File: src/ems_pkg.sv
// ems_pkg: shared constants and types for the external memory strobe block.
// assumes one oscillator clock; six oscillator periods form one machine cycle.
package ems_pkg;

    // ==========================================================
    // timing
    // ==========================================================
    localparam int unsigned CLK_HZ        = 40000000;  // oscillator rate
    localparam int unsigned OSC_PER_MC    = 6;         // oscillator periods per machine cycle
    localparam int unsigned SYNC_STAGES   = 2;         // pin synchroniser depth

    // ==========================================================
    // phase positions inside a machine cycle
    // ==========================================================
    localparam logic [2:0]  PH_FIRST      = 3'h0;      // address latch strobe high
    localparam logic [2:0]  PH_ADDR_LAST  = 3'h1;      // low address still driven
    localparam logic [2:0]  PH_STB_A      = 3'h2;      // first fetch strobe / rw start
    localparam logic [2:0]  PH_STB_B      = 3'h4;      // second fetch strobe / rw end
    localparam logic [2:0]  PH_LAST       = 3'h5;      // next cycle is decided here

    // ==========================================================
    // reset values
    // ==========================================================
    localparam logic        RST_QUIET     = 1'b0;      // quiet strobe bit after reset
    localparam logic        RST_EA_N      = 1'b1;      // latched access select default
    localparam logic [7:0]  RST_BYTE      = 8'h00;     // byte registers after reset
    localparam logic [15:0] RST_TOP       = 16'h1FFF;  // default top internal address

    // ==========================================================
    // types
    // ==========================================================
    // phase of the machine cycle, one state per oscillator period
    typedef enum logic [2:0] {
        EMS_PH0 = 3'b000,
        EMS_PH1 = 3'b001,
        EMS_PH2 = 3'b010,
        EMS_PH3 = 3'b011,
        EMS_PH4 = 3'b100,
        EMS_PH5 = 3'b101
    } ems_phase_t;

    // what the current machine cycle does on the pins
    typedef enum logic [2:0] {
        EMS_CY_IDLE  = 3'b000,   // idle mode, no fetch
        EMS_CY_INT   = 3'b001,   // internal fetch
        EMS_CY_FETCH = 3'b010,   // external program fetch
        EMS_CY_XDATA = 3'b011,   // external data move
        EMS_CY_PDOWN = 3'b100    // power-down
    } ems_cycle_t;

    // external data move request from the core
    typedef struct packed {
        logic        wr;         // 1 write, 0 read
        logic        addr16;     // 1 sixteen-bit address, 0 eight-bit indirect
        logic [15:0] addr;       // data address
        logic [7:0]  wdata;      // write byte
    } ems_xreq_t;

    // core operating mode
    typedef struct packed {
        logic        idle;       // idle mode
        logic        pdown;      // power-down mode
    } ems_mode_t;

endpackage

File: src/ems_strobes.sv
// ems_strobes: address latch strobe, program fetch strobe, data strobes and
// multiplexed address/data byte of the external memory bus.
// assumes the core drives its side synchronously on i_mclk; pins are synchronised.
//
// Summary of operation
// - address latch strobe once per machine cycle, none in power-down
// - low address present when latch strobe falls
// - port 0 carries low address then data
// - two program fetch strobes per external cycle
// - data move skips both fetch strobes
// - fetch strobe high in power-down
// - quiet bit stops latch strobe toggling outside bus cycles
// - quiet bit resets zero, software writable
// - quiet mode holds latch strobe low in internal cycles
// - data moves still toggle latch strobe
// - quiet: high in idle, low in power-down
// - fetch above internal top toggles strobe
// - external select toggles strobe on every fetch
// - high select: internal unless above top
// - low select: every fetch external
// - access select latched at reset
// - external clock accepted, oscillator output unused
// - port 2 high address or register contents
// - separate active-low read and write strobes
`timescale 1ns/1ps

module ems_strobes #(
    parameter logic [15:0] INT_TOP = ems_pkg::RST_TOP  // highest internal program address
) (
    input  wire logic              i_mclk,                  // oscillator clock
    input  wire logic              i_rst_n,                 // synchronous reset, active low
    input  wire logic              i_ce,                    // clock enable
    input  wire logic              i_ext_access_select_n,   // access select pin
    input  wire ems_pkg::ems_mode_t i_mode,                 // idle / power-down
    input  wire logic [15:0]       i_fetch_addr,            // program counter
    input  wire logic              i_quiet_wr,              // quiet bit write strobe
    input  wire logic              i_quiet_wdata,           // quiet bit write value
    input  wire logic              i_xreq_valid,            // data move request
    input  wire ems_pkg::ems_xreq_t i_xreq,                 // data move details
    input  wire logic [7:0]        i_high_address_port_register, // port 2 register
    input  wire logic [7:0]        i_p0_in,                 // port 0 pin levels
    output logic                   o_ale,                   // address latch strobe
    output logic                   o_program_fetch_strobe_n,// fetch read strobe
    output logic                   o_wr_n,                  // data write strobe
    output logic                   o_rd_n,                  // data read strobe
    output logic [7:0]             o_p0_out,                // port 0 drive value
    output logic                   o_p0_oe,                 // port 0 driven
    output logic [7:0]             o_p2_out,                // port 2 drive value
    output logic                   o_p2_oe,                 // port 2 owned by bus
    output logic                   o_oscillator_output,     // unused with external clock
    output logic                   o_quiet_strobe_bit,      // quiet bit readback
    output logic                   o_ea_latched_n,          // latched access select
    output logic                   o_xreq_busy,             // request held or data move running
    output logic                   o_xdata_done,            // data move finished pulse
    output logic [7:0]             o_xdata_rdata,           // read byte
    output logic                   o_instr_valid,           // instruction byte pulse
    output logic [7:0]             o_instr_byte             // fetched byte
);
    import ems_pkg::*;

    // ==========================================================
    // state
    // ==========================================================
    ems_phase_t  ph;            // oscillator period within machine cycle
    ems_cycle_t  kind;          // current machine cycle kind
    ems_xreq_t   xr;            // held data move request
    logic        xr_valid;      // request waiting for its cycle
    logic [15:0] cyc_addr;      // address of the current cycle
    logic        ea_s1;         // access select sync stage 1
    logic        ea_s2;         // access select sync stage 2
    logic [7:0]  p0_s1;         // port 0 sync stage 1
    logic [7:0]  p0_s2;         // port 0 sync stage 2
    logic        fs_d1;         // fetch strobe delayed to match sync
    logic        fs_d2;
    logic        rw_d1;         // data strobe delayed to match sync
    logic        rw_d2;
    logic        rd_d1;         // read strobe delayed to match sync
    logic        rd_d2;

    // ==========================================================
    // next phase and cycle decision
    // ==========================================================
    ems_phase_t next_ph;
    ems_cycle_t next_kind;
    wire        at_last   = (ph == PH_LAST);
    // fetch location
    // low select forces external; high select only above the top address
    wire        fetch_ext = !o_ea_latched_n || (i_fetch_addr > INT_TOP);
    wire        take_xr   = at_last && xr_valid && !i_mode.pdown;

    assign next_ph = at_last ? EMS_PH0 : ems_phase_t'(ph + 3'h1);

    // data move replaces fetch
    // a held data move wins the next cycle unless in power-down, so its fetch strobes never appear
    always_comb begin
        next_kind = kind;
        if (at_last) begin
            if (i_mode.pdown) begin
                next_kind = EMS_CY_PDOWN;
            end else if (xr_valid) begin
                next_kind = EMS_CY_XDATA;
            end else if (i_mode.idle) begin
                next_kind = EMS_CY_IDLE;
            end else if (fetch_ext) begin
                next_kind = EMS_CY_FETCH;
            end else begin
                next_kind = EMS_CY_INT;
            end
        end
    end

    // ==========================================================
    // pin values for the coming oscillator period
    // ==========================================================
    wire n_first = (next_ph == PH_FIRST);
    wire n_addr  = (next_ph <= PH_ADDR_LAST);
    wire n_rw    = (next_ph >= PH_STB_A) && (next_ph <= PH_STB_B);
    wire n_fetch = (next_kind == EMS_CY_FETCH);
    wire n_xd    = (next_kind == EMS_CY_XDATA);
    wire n_bus   = n_fetch || n_xd;
    wire quiet_n = o_quiet_strobe_bit;

    // latch strobe
    // bus cycles always pulse; internal cycles pulse unless quiet;
    // quiet idle stays high, quiet power-down stays low
    wire next_ale =
        n_bus ? n_first :
        (next_kind == EMS_CY_INT) ? (n_first && !quiet_n) :
        (next_kind == EMS_CY_IDLE) ? (quiet_n ? 1'b1 : n_first) :
        1'b0;

    // two fetch strobes
    // low in the strobe phases only; power-down never reaches here
    wire next_fs_n = !(n_fetch && ((next_ph == PH_STB_A) || (next_ph == PH_STB_B)));

    wire next_wr_n = !(n_xd && xr.wr && n_rw);
    wire next_rd_n = !(n_xd && !xr.wr && n_rw);

    // port 0 multiplex
    // address through the latch fall, then write data or released for reads
    wire [15:0] n_addr16 = n_xd ? xr.addr : (at_last ? i_fetch_addr : cyc_addr);
    wire        next_p0_oe  = (n_bus && n_addr) || (n_xd && xr.wr);
    wire [7:0]  next_p0_out = n_addr ? n_addr16[7:0] : xr.wdata;

    wire        next_p2_oe  = n_bus;
    wire [7:0]  next_p2_out = (n_xd && !xr.addr16) ? i_high_address_port_register
                                                   : n_addr16[15:8];

    // capture points: last low sample of a strobe, seen after the sync delay
    wire fs_end = fs_d2 && !fs_d1;
    wire rw_end = rw_d2 && !rw_d1;

    // ==========================================================
    // sequencer
    // ==========================================================
    // phase counter and cycle kind; reset starts a fresh machine cycle
    always_ff @(posedge i_mclk) begin
        if (!i_rst_n) begin
            ph   <= EMS_PH0;
            kind <= EMS_CY_IDLE;
        end else if (i_ce) begin
            ph   <= next_ph;
            kind <= next_kind;
        end
    end

    // address held for a whole fetch cycle
    always_ff @(posedge i_mclk) begin
        if (!i_rst_n) begin
            cyc_addr <= 16'h0000;
        end else if (i_ce && at_last) begin
            cyc_addr <= n_addr16;
        end
    end

    // quiet bit register
    // software may set or clear it at any time
    always_ff @(posedge i_mclk) begin
        if (!i_rst_n) begin
            o_quiet_strobe_bit <= RST_QUIET;
        end else if (i_ce && i_quiet_wr) begin
            o_quiet_strobe_bit <= i_quiet_wdata;
        end
    end

    // data move request holder; a new request is taken only when empty
    always_ff @(posedge i_mclk) begin
        if (!i_rst_n) begin
            xr_valid <= 1'b0;
            xr       <= '0;
        end else if (i_ce) begin
            if (take_xr) begin
                xr_valid <= 1'b0;
            end else if (i_xreq_valid && !xr_valid) begin
                xr_valid <= 1'b1;
                xr       <= i_xreq;
            end
        end
    end

    // busy covers the wait and the move itself
    always_ff @(posedge i_mclk) begin
        if (!i_rst_n) begin
            o_xreq_busy <= 1'b0;
        end else if (i_ce) begin
            o_xreq_busy <= xr_valid || (i_xreq_valid && !xr_valid) || n_xd;
        end
    end

    // ==========================================================
    // pins
    // ==========================================================
    // every pin comes from a flop; reset leaves the bus released
    always_ff @(posedge i_mclk) begin
        if (!i_rst_n) begin
            o_ale                    <= 1'b0;
            o_program_fetch_strobe_n <= 1'b1;
            o_wr_n                   <= 1'b1;
            o_rd_n                   <= 1'b1;
            o_p0_out                 <= RST_BYTE;
            o_p0_oe                  <= 1'b0;
            o_p2_out                 <= RST_BYTE;
            o_p2_oe                  <= 1'b0;
        end else if (i_ce) begin
            o_ale                    <= next_ale;
            o_program_fetch_strobe_n <= next_fs_n;
            o_wr_n                   <= next_wr_n;
            o_rd_n                   <= next_rd_n;
            o_p0_out                 <= next_p0_out;
            o_p0_oe                  <= next_p0_oe;
            o_p2_out                 <= next_p2_out;
            o_p2_oe                  <= next_p2_oe;
        end
    end

    // oscillator output
    // the clock arrives ready-made, so the amplifier output is parked low
    always_ff @(posedge i_mclk) begin
        o_oscillator_output <= 1'b0;
    end

    // ==========================================================
    // pin synchronisers
    // ==========================================================
    // stage 1 is read only by stage 2
    always_ff @(posedge i_mclk) begin
        if (!i_rst_n) begin
            p0_s1 <= RST_BYTE;
            p0_s2 <= RST_BYTE;
        end else if (i_ce) begin
            p0_s1 <= i_p0_in;
            p0_s2 <= p0_s1;
        end
    end

    // select pin keeps running through reset, else the latch only sees the reset value
    always_ff @(posedge i_mclk) begin
        if (i_ce) begin
            ea_s1 <= i_ext_access_select_n;
            ea_s2 <= ea_s1;
        end
    end

    // select latch
    // sampled while reset is held; a reset shorter than the sync depth
    // would latch a stale level, the two machine cycles cover it
    always_ff @(posedge i_mclk) begin
        if (i_ce && !i_rst_n) begin
            o_ea_latched_n <= ea_s2;
        end
    end

    // ==========================================================
    // read capture
    // ==========================================================
    // strobe copies delayed to line up with the port 0 sync stages
    always_ff @(posedge i_mclk) begin
        if (!i_rst_n) begin
            fs_d1 <= 1'b0;
            fs_d2 <= 1'b0;
            rw_d1 <= 1'b0;
            rw_d2 <= 1'b0;
            rd_d1 <= 1'b0;
            rd_d2 <= 1'b0;
        end else if (i_ce) begin
            fs_d1 <= !o_program_fetch_strobe_n;
            fs_d2 <= fs_d1;
            rw_d1 <= !(o_rd_n && o_wr_n);
            rw_d2 <= rw_d1;
            rd_d1 <= !o_rd_n;
            rd_d2 <= rd_d1;
        end
    end

    // byte capture
    // the memory holds the byte until its strobe rises; the last low sample wins
    always_ff @(posedge i_mclk) begin
        if (!i_rst_n) begin
            o_instr_valid <= 1'b0;
            o_instr_byte  <= RST_BYTE;
            o_xdata_done  <= 1'b0;
            o_xdata_rdata <= RST_BYTE;
        end else if (i_ce) begin
            o_instr_valid <= fs_end;
            o_xdata_done  <= rw_end;
            if (fs_end) begin
                o_instr_byte <= p0_s2;
            end
            if (rw_end && rd_d2) begin
                o_xdata_rdata <= p0_s2;
            end
        end
    end
endmodule

File: config.mk
export PLATFORM = sky130hd
export DESIGN_NAME = ems_strobes
export DESIGN_NICKNAME = d
export VERILOG_FILES = /design/src/ems_pkg.sv /design/src/ems_strobes.sv
export SDC_FILE = /design/constraint.sdc
export NUM_CORES = 1
export LEC_CHECK = 0
export BUFFER_PORTS_ARGS = -buffer_cell sky130_fd_sc_hd__buf_4
export CORE_ASPECT_RATIO = 0.9
export CORE_UTILIZATION = 32
export CTS_CLUSTER_DIAMETER = 80
export DETAILED_ROUTE_END_ITERATION = 10
export SYNTH_ARGS = -nofsm -noshare
export SYNTH_HDL_FRONTEND = slang
export SYNTH_SLANG_ARGS = --single-unit
File: constraint.sdc
create_clock -name i_mclk -period 1.9 [get_ports i_mclk]
set_input_delay 0.38 -clock i_mclk [delete_from_list [all_inputs] [get_ports i_mclk]]
set_output_delay 0.38 -clock i_mclk [all_outputs]
set_load 0.02 [all_outputs]
==> results.sh <==
export IMPL_p_int_mw=4.80
export IMPL_period_minus_slack_ns=1.72
export IMPL_coreArea_um2=14200
export IMPL_dp_hpwl_mm=8.99
export IMPL_start_util=0.332
export IMPL_viasPerCell=4.87
export IMPL_grt_pass1_wl_mm=20.1
export IMPL_syn_area_um2=4720
export IMPL_ys_types=42
export IMPL_routed_via_count=4194
export IMPL_cts_hold_buffers=0
export IMPL_numCtsBuffers=17
export IMPL_clock_root_buffer="clkbuf_16"
export IMPL_startpoint_type="register"
export IMPL_seqCellArea_um2=2350
export IMPL_p_leak_nw=2.62
export IMPL_syn_area_per_cell_um2=8.55
export IMPL_crit_type="register to register"
export IMPL_finalSetupTns_ns=0
export IMPL_die_x_um=130
export IMPL_p_clk_frac=0.514
export IMPL_clock_sinks=116
export IMPL_ys_ff_latch=116
export IMPL_synth_top_cell_by_area="dfxtp_1"
export IMPL_h_tree_depth=4
export IMPL_slew_viol_final=0
export IMPL_clkLatencyLatePin_ns=0.41
export IMPL_dr_pass1_iters=4
export IMPL_place_area_um2=5770
export IMPL_critPathRequiredTime_ns=2.23
export IMPL_maxSlewHeadroom=0.516
export IMPL_powerDensity_nw_per_um2=975
export IMPL_nFillCells=1395
export IMPL_async_flop_share=0
export IMPL_final_cell_mix="buf_4 (122), nand2_1 (121), dfxtp_1 (113)"
export IMPL_drt_total_wl_mm=12.6
export IMPL_max_cap_violations=0
export IMPL_grt_pass1_vias=4069
export IMPL_num_antenna_cells=0
export IMPL_grt_start_max_net_pins=76
export IMPL_grt_usage=0.176
export IMPL_cts_buffer_depth=2
export IMPL_detail_route_antenna_nets=0
export IMPL_rsz0062_at_grt="false"
export IMPL_skew_ns=0.00406
export IMPL_cts_resized=0
export IMPL_final_area_um2=6370
export IMPL_multi_input_area_um2=2160
export IMPL_period_share=0.905
export IMPL_finalHoldViolations=0
export IMPL_fmax_mhz=581
export IMPL_cp_end_kind="register"
export IMPL_mostFrequentLayoutCell="buf_4"
export IMPL_ir_drop_uv=587
export IMPL_cts_tree="yes"
export IMPL_nNetsFinal=723
export IMPL_syn_nets=619
export IMPL_tightestPinTransition_ns=0.726
export IMPL_synth_top_cell_area_share=0.479
export IMPL_drt_iter0_drc=168
export IMPL_synth_ff_type="dfxtp_1"
export IMPL_worstPathArrival_ns=2.05
export IMPL_yosys_top_cells_area="dfxtp_1 (48%), nand2_1 (9.6%), mux2i_1 (6.6%)"
export IMPL_power_frac_seq=0.415
export IMPL_ys_seq_area_frac=0.498
export IMPL_path_max_fanout=16
export IMPL_setup_viol=0
export IMPL_post_cts_setup_buffer_count=0
export IMPL_synthCells=552
export IMPL_outcome="completed"
export IMPL_synth_edf_count=3
export IMPL_avgRoutedWirePerCell_um=14.6
export IMPL_gp_congestion=0.811
export IMPL_drc=0
export IMPL_antenna_found_initial=0
export IMPL_grt_overflow_total=0
export IMPL_p_switching_mw=1.41
export IMPL_hp_class="input port to register"
export IMPL_die_area_um2=15200
export IMPL_area_delta_synth_final_pct=34.9
export IMPL_port_buffers=109
export IMPL_whs_ns=0.153
export IMPL_switching_share=0.227
export IMPL_ios=111
export IMPL_drive_gt1_frac=0.244
export IMPL_fp_dieH_um=117
export IMPL_cts_clk_slew_worst_paths_ns=0.05
export IMPL_ys_warn_count=0
export IMPL_std_cell_rows=41
export IMPL_power_frac_comb=0.071
==> critical path: stages, from the launching register on <==
cell and delay [ns]:
dfxtp_1 0.41, and3b_1 0.24, buf_4 0.18, a21oi_2 0.58, nand2_1 0.12, o21ai_0 0.10
==> layout make-up <==
cell class,instances,area share
Clock buffer,21,0.0754
Clock inverter,11,0.0190
Inverter,4,0.00236
Multi-Input combinational cell,391,0.340
Sequential cell,116,0.369
Tap cell,193,0.0379
Timing Repair Buffer,126,0.156
==> per-layer routing <==
metal / wire length (um) / vias up / track usage / share of wire
met4: 179 / 0 / 0.0682 / 0.014
met5: 0 / - / 0 / 0
met2: 5880 / 95 / 0.280 / 0.47
met3: 722 / 19 / 0.0550 / 0.057
met1: 5840 / 1938 / 0.221 / 0.46
li1: - / 2142 / - / -
==> sequential cells by signal (all words and copies together) (netlist names), 3 cells and up <==
signal,count
o_p2_out,8
xr,26
p0_s2,8
kind,3
o_xdata_rdata,8
ph,3
p0_s1,8
o_p0_out,8
o_instr_byte,8
cyc_addr,16
==> per-stage QoR <==
stage	total power [mW]	util	worst slack, ns	instances
after floorplan	2.84	-	0.356	552
after global placement	3.06	0.406	0.111	830
after detailed placement	3.07	0.406	0.0899	830
after CTS	6.28	0.448	0.180	862
after global routing	6.43	0.448	0.0200	862
final	6.21	0.448	0.180	862
==> cell families (layout without fill, tap and decap cells) <==
logic type | Yosys count | after routing | synth area share
other cells | 1 | 1 | 0.000794
compound gates | 132 | 132 | 0.170
simple gates | 225 | 225 | 0.216
xor+xnor | 1 | 1 | 0.00186
buf+inv | 45 | 162 | 0.0435
flops | 116 | 116 | 0.498
mux | 32 | 32 | 0.0705
==> cell usage after synthesis, drive strengths merged, types with 5 or more instances <==
cell	number
nand2	122
dfxtp	113
a21oi	43
nor2	41
o21ai	37
mux2i	32
or3	28
clkbuf	21
buf	20
o211ai	13
a31oi	12
o2111ai	9
a211oi	6
nor2b	6
and3	5
nand3b	5
o221ai	5
==> path summary, 6_finish.rpt <==
| check | startpoint | to | slack [ns] | cells after the start |
|---|---|---|---|---|
| hold reg to reg | ea_s2 | o_ea_latched_n | 0.42 | 0 |
| hold / removal | i_ext_access_select_n | ea_s1 | 0.15 | 1 |
| setup reg to reg | ph[1] | cyc_addr[13] | 0.18 | 5 |
| setup / recovery | ph[1] | cyc_addr[13] | 0.18 | 5 |
==> power groups by stage <==
stage                     Clock [mW]  Combinational, mW  Sequential [mW]
after global placement             0              0.438             2.62
after global routing            3.36              0.488             2.58
after floorplan                    0              0.218             2.63
after CTS                       3.26              0.447             2.57
after detailed placement           0              0.445             2.62
final                           3.19              0.442             2.57
Power figures use the tool's default switching activity.
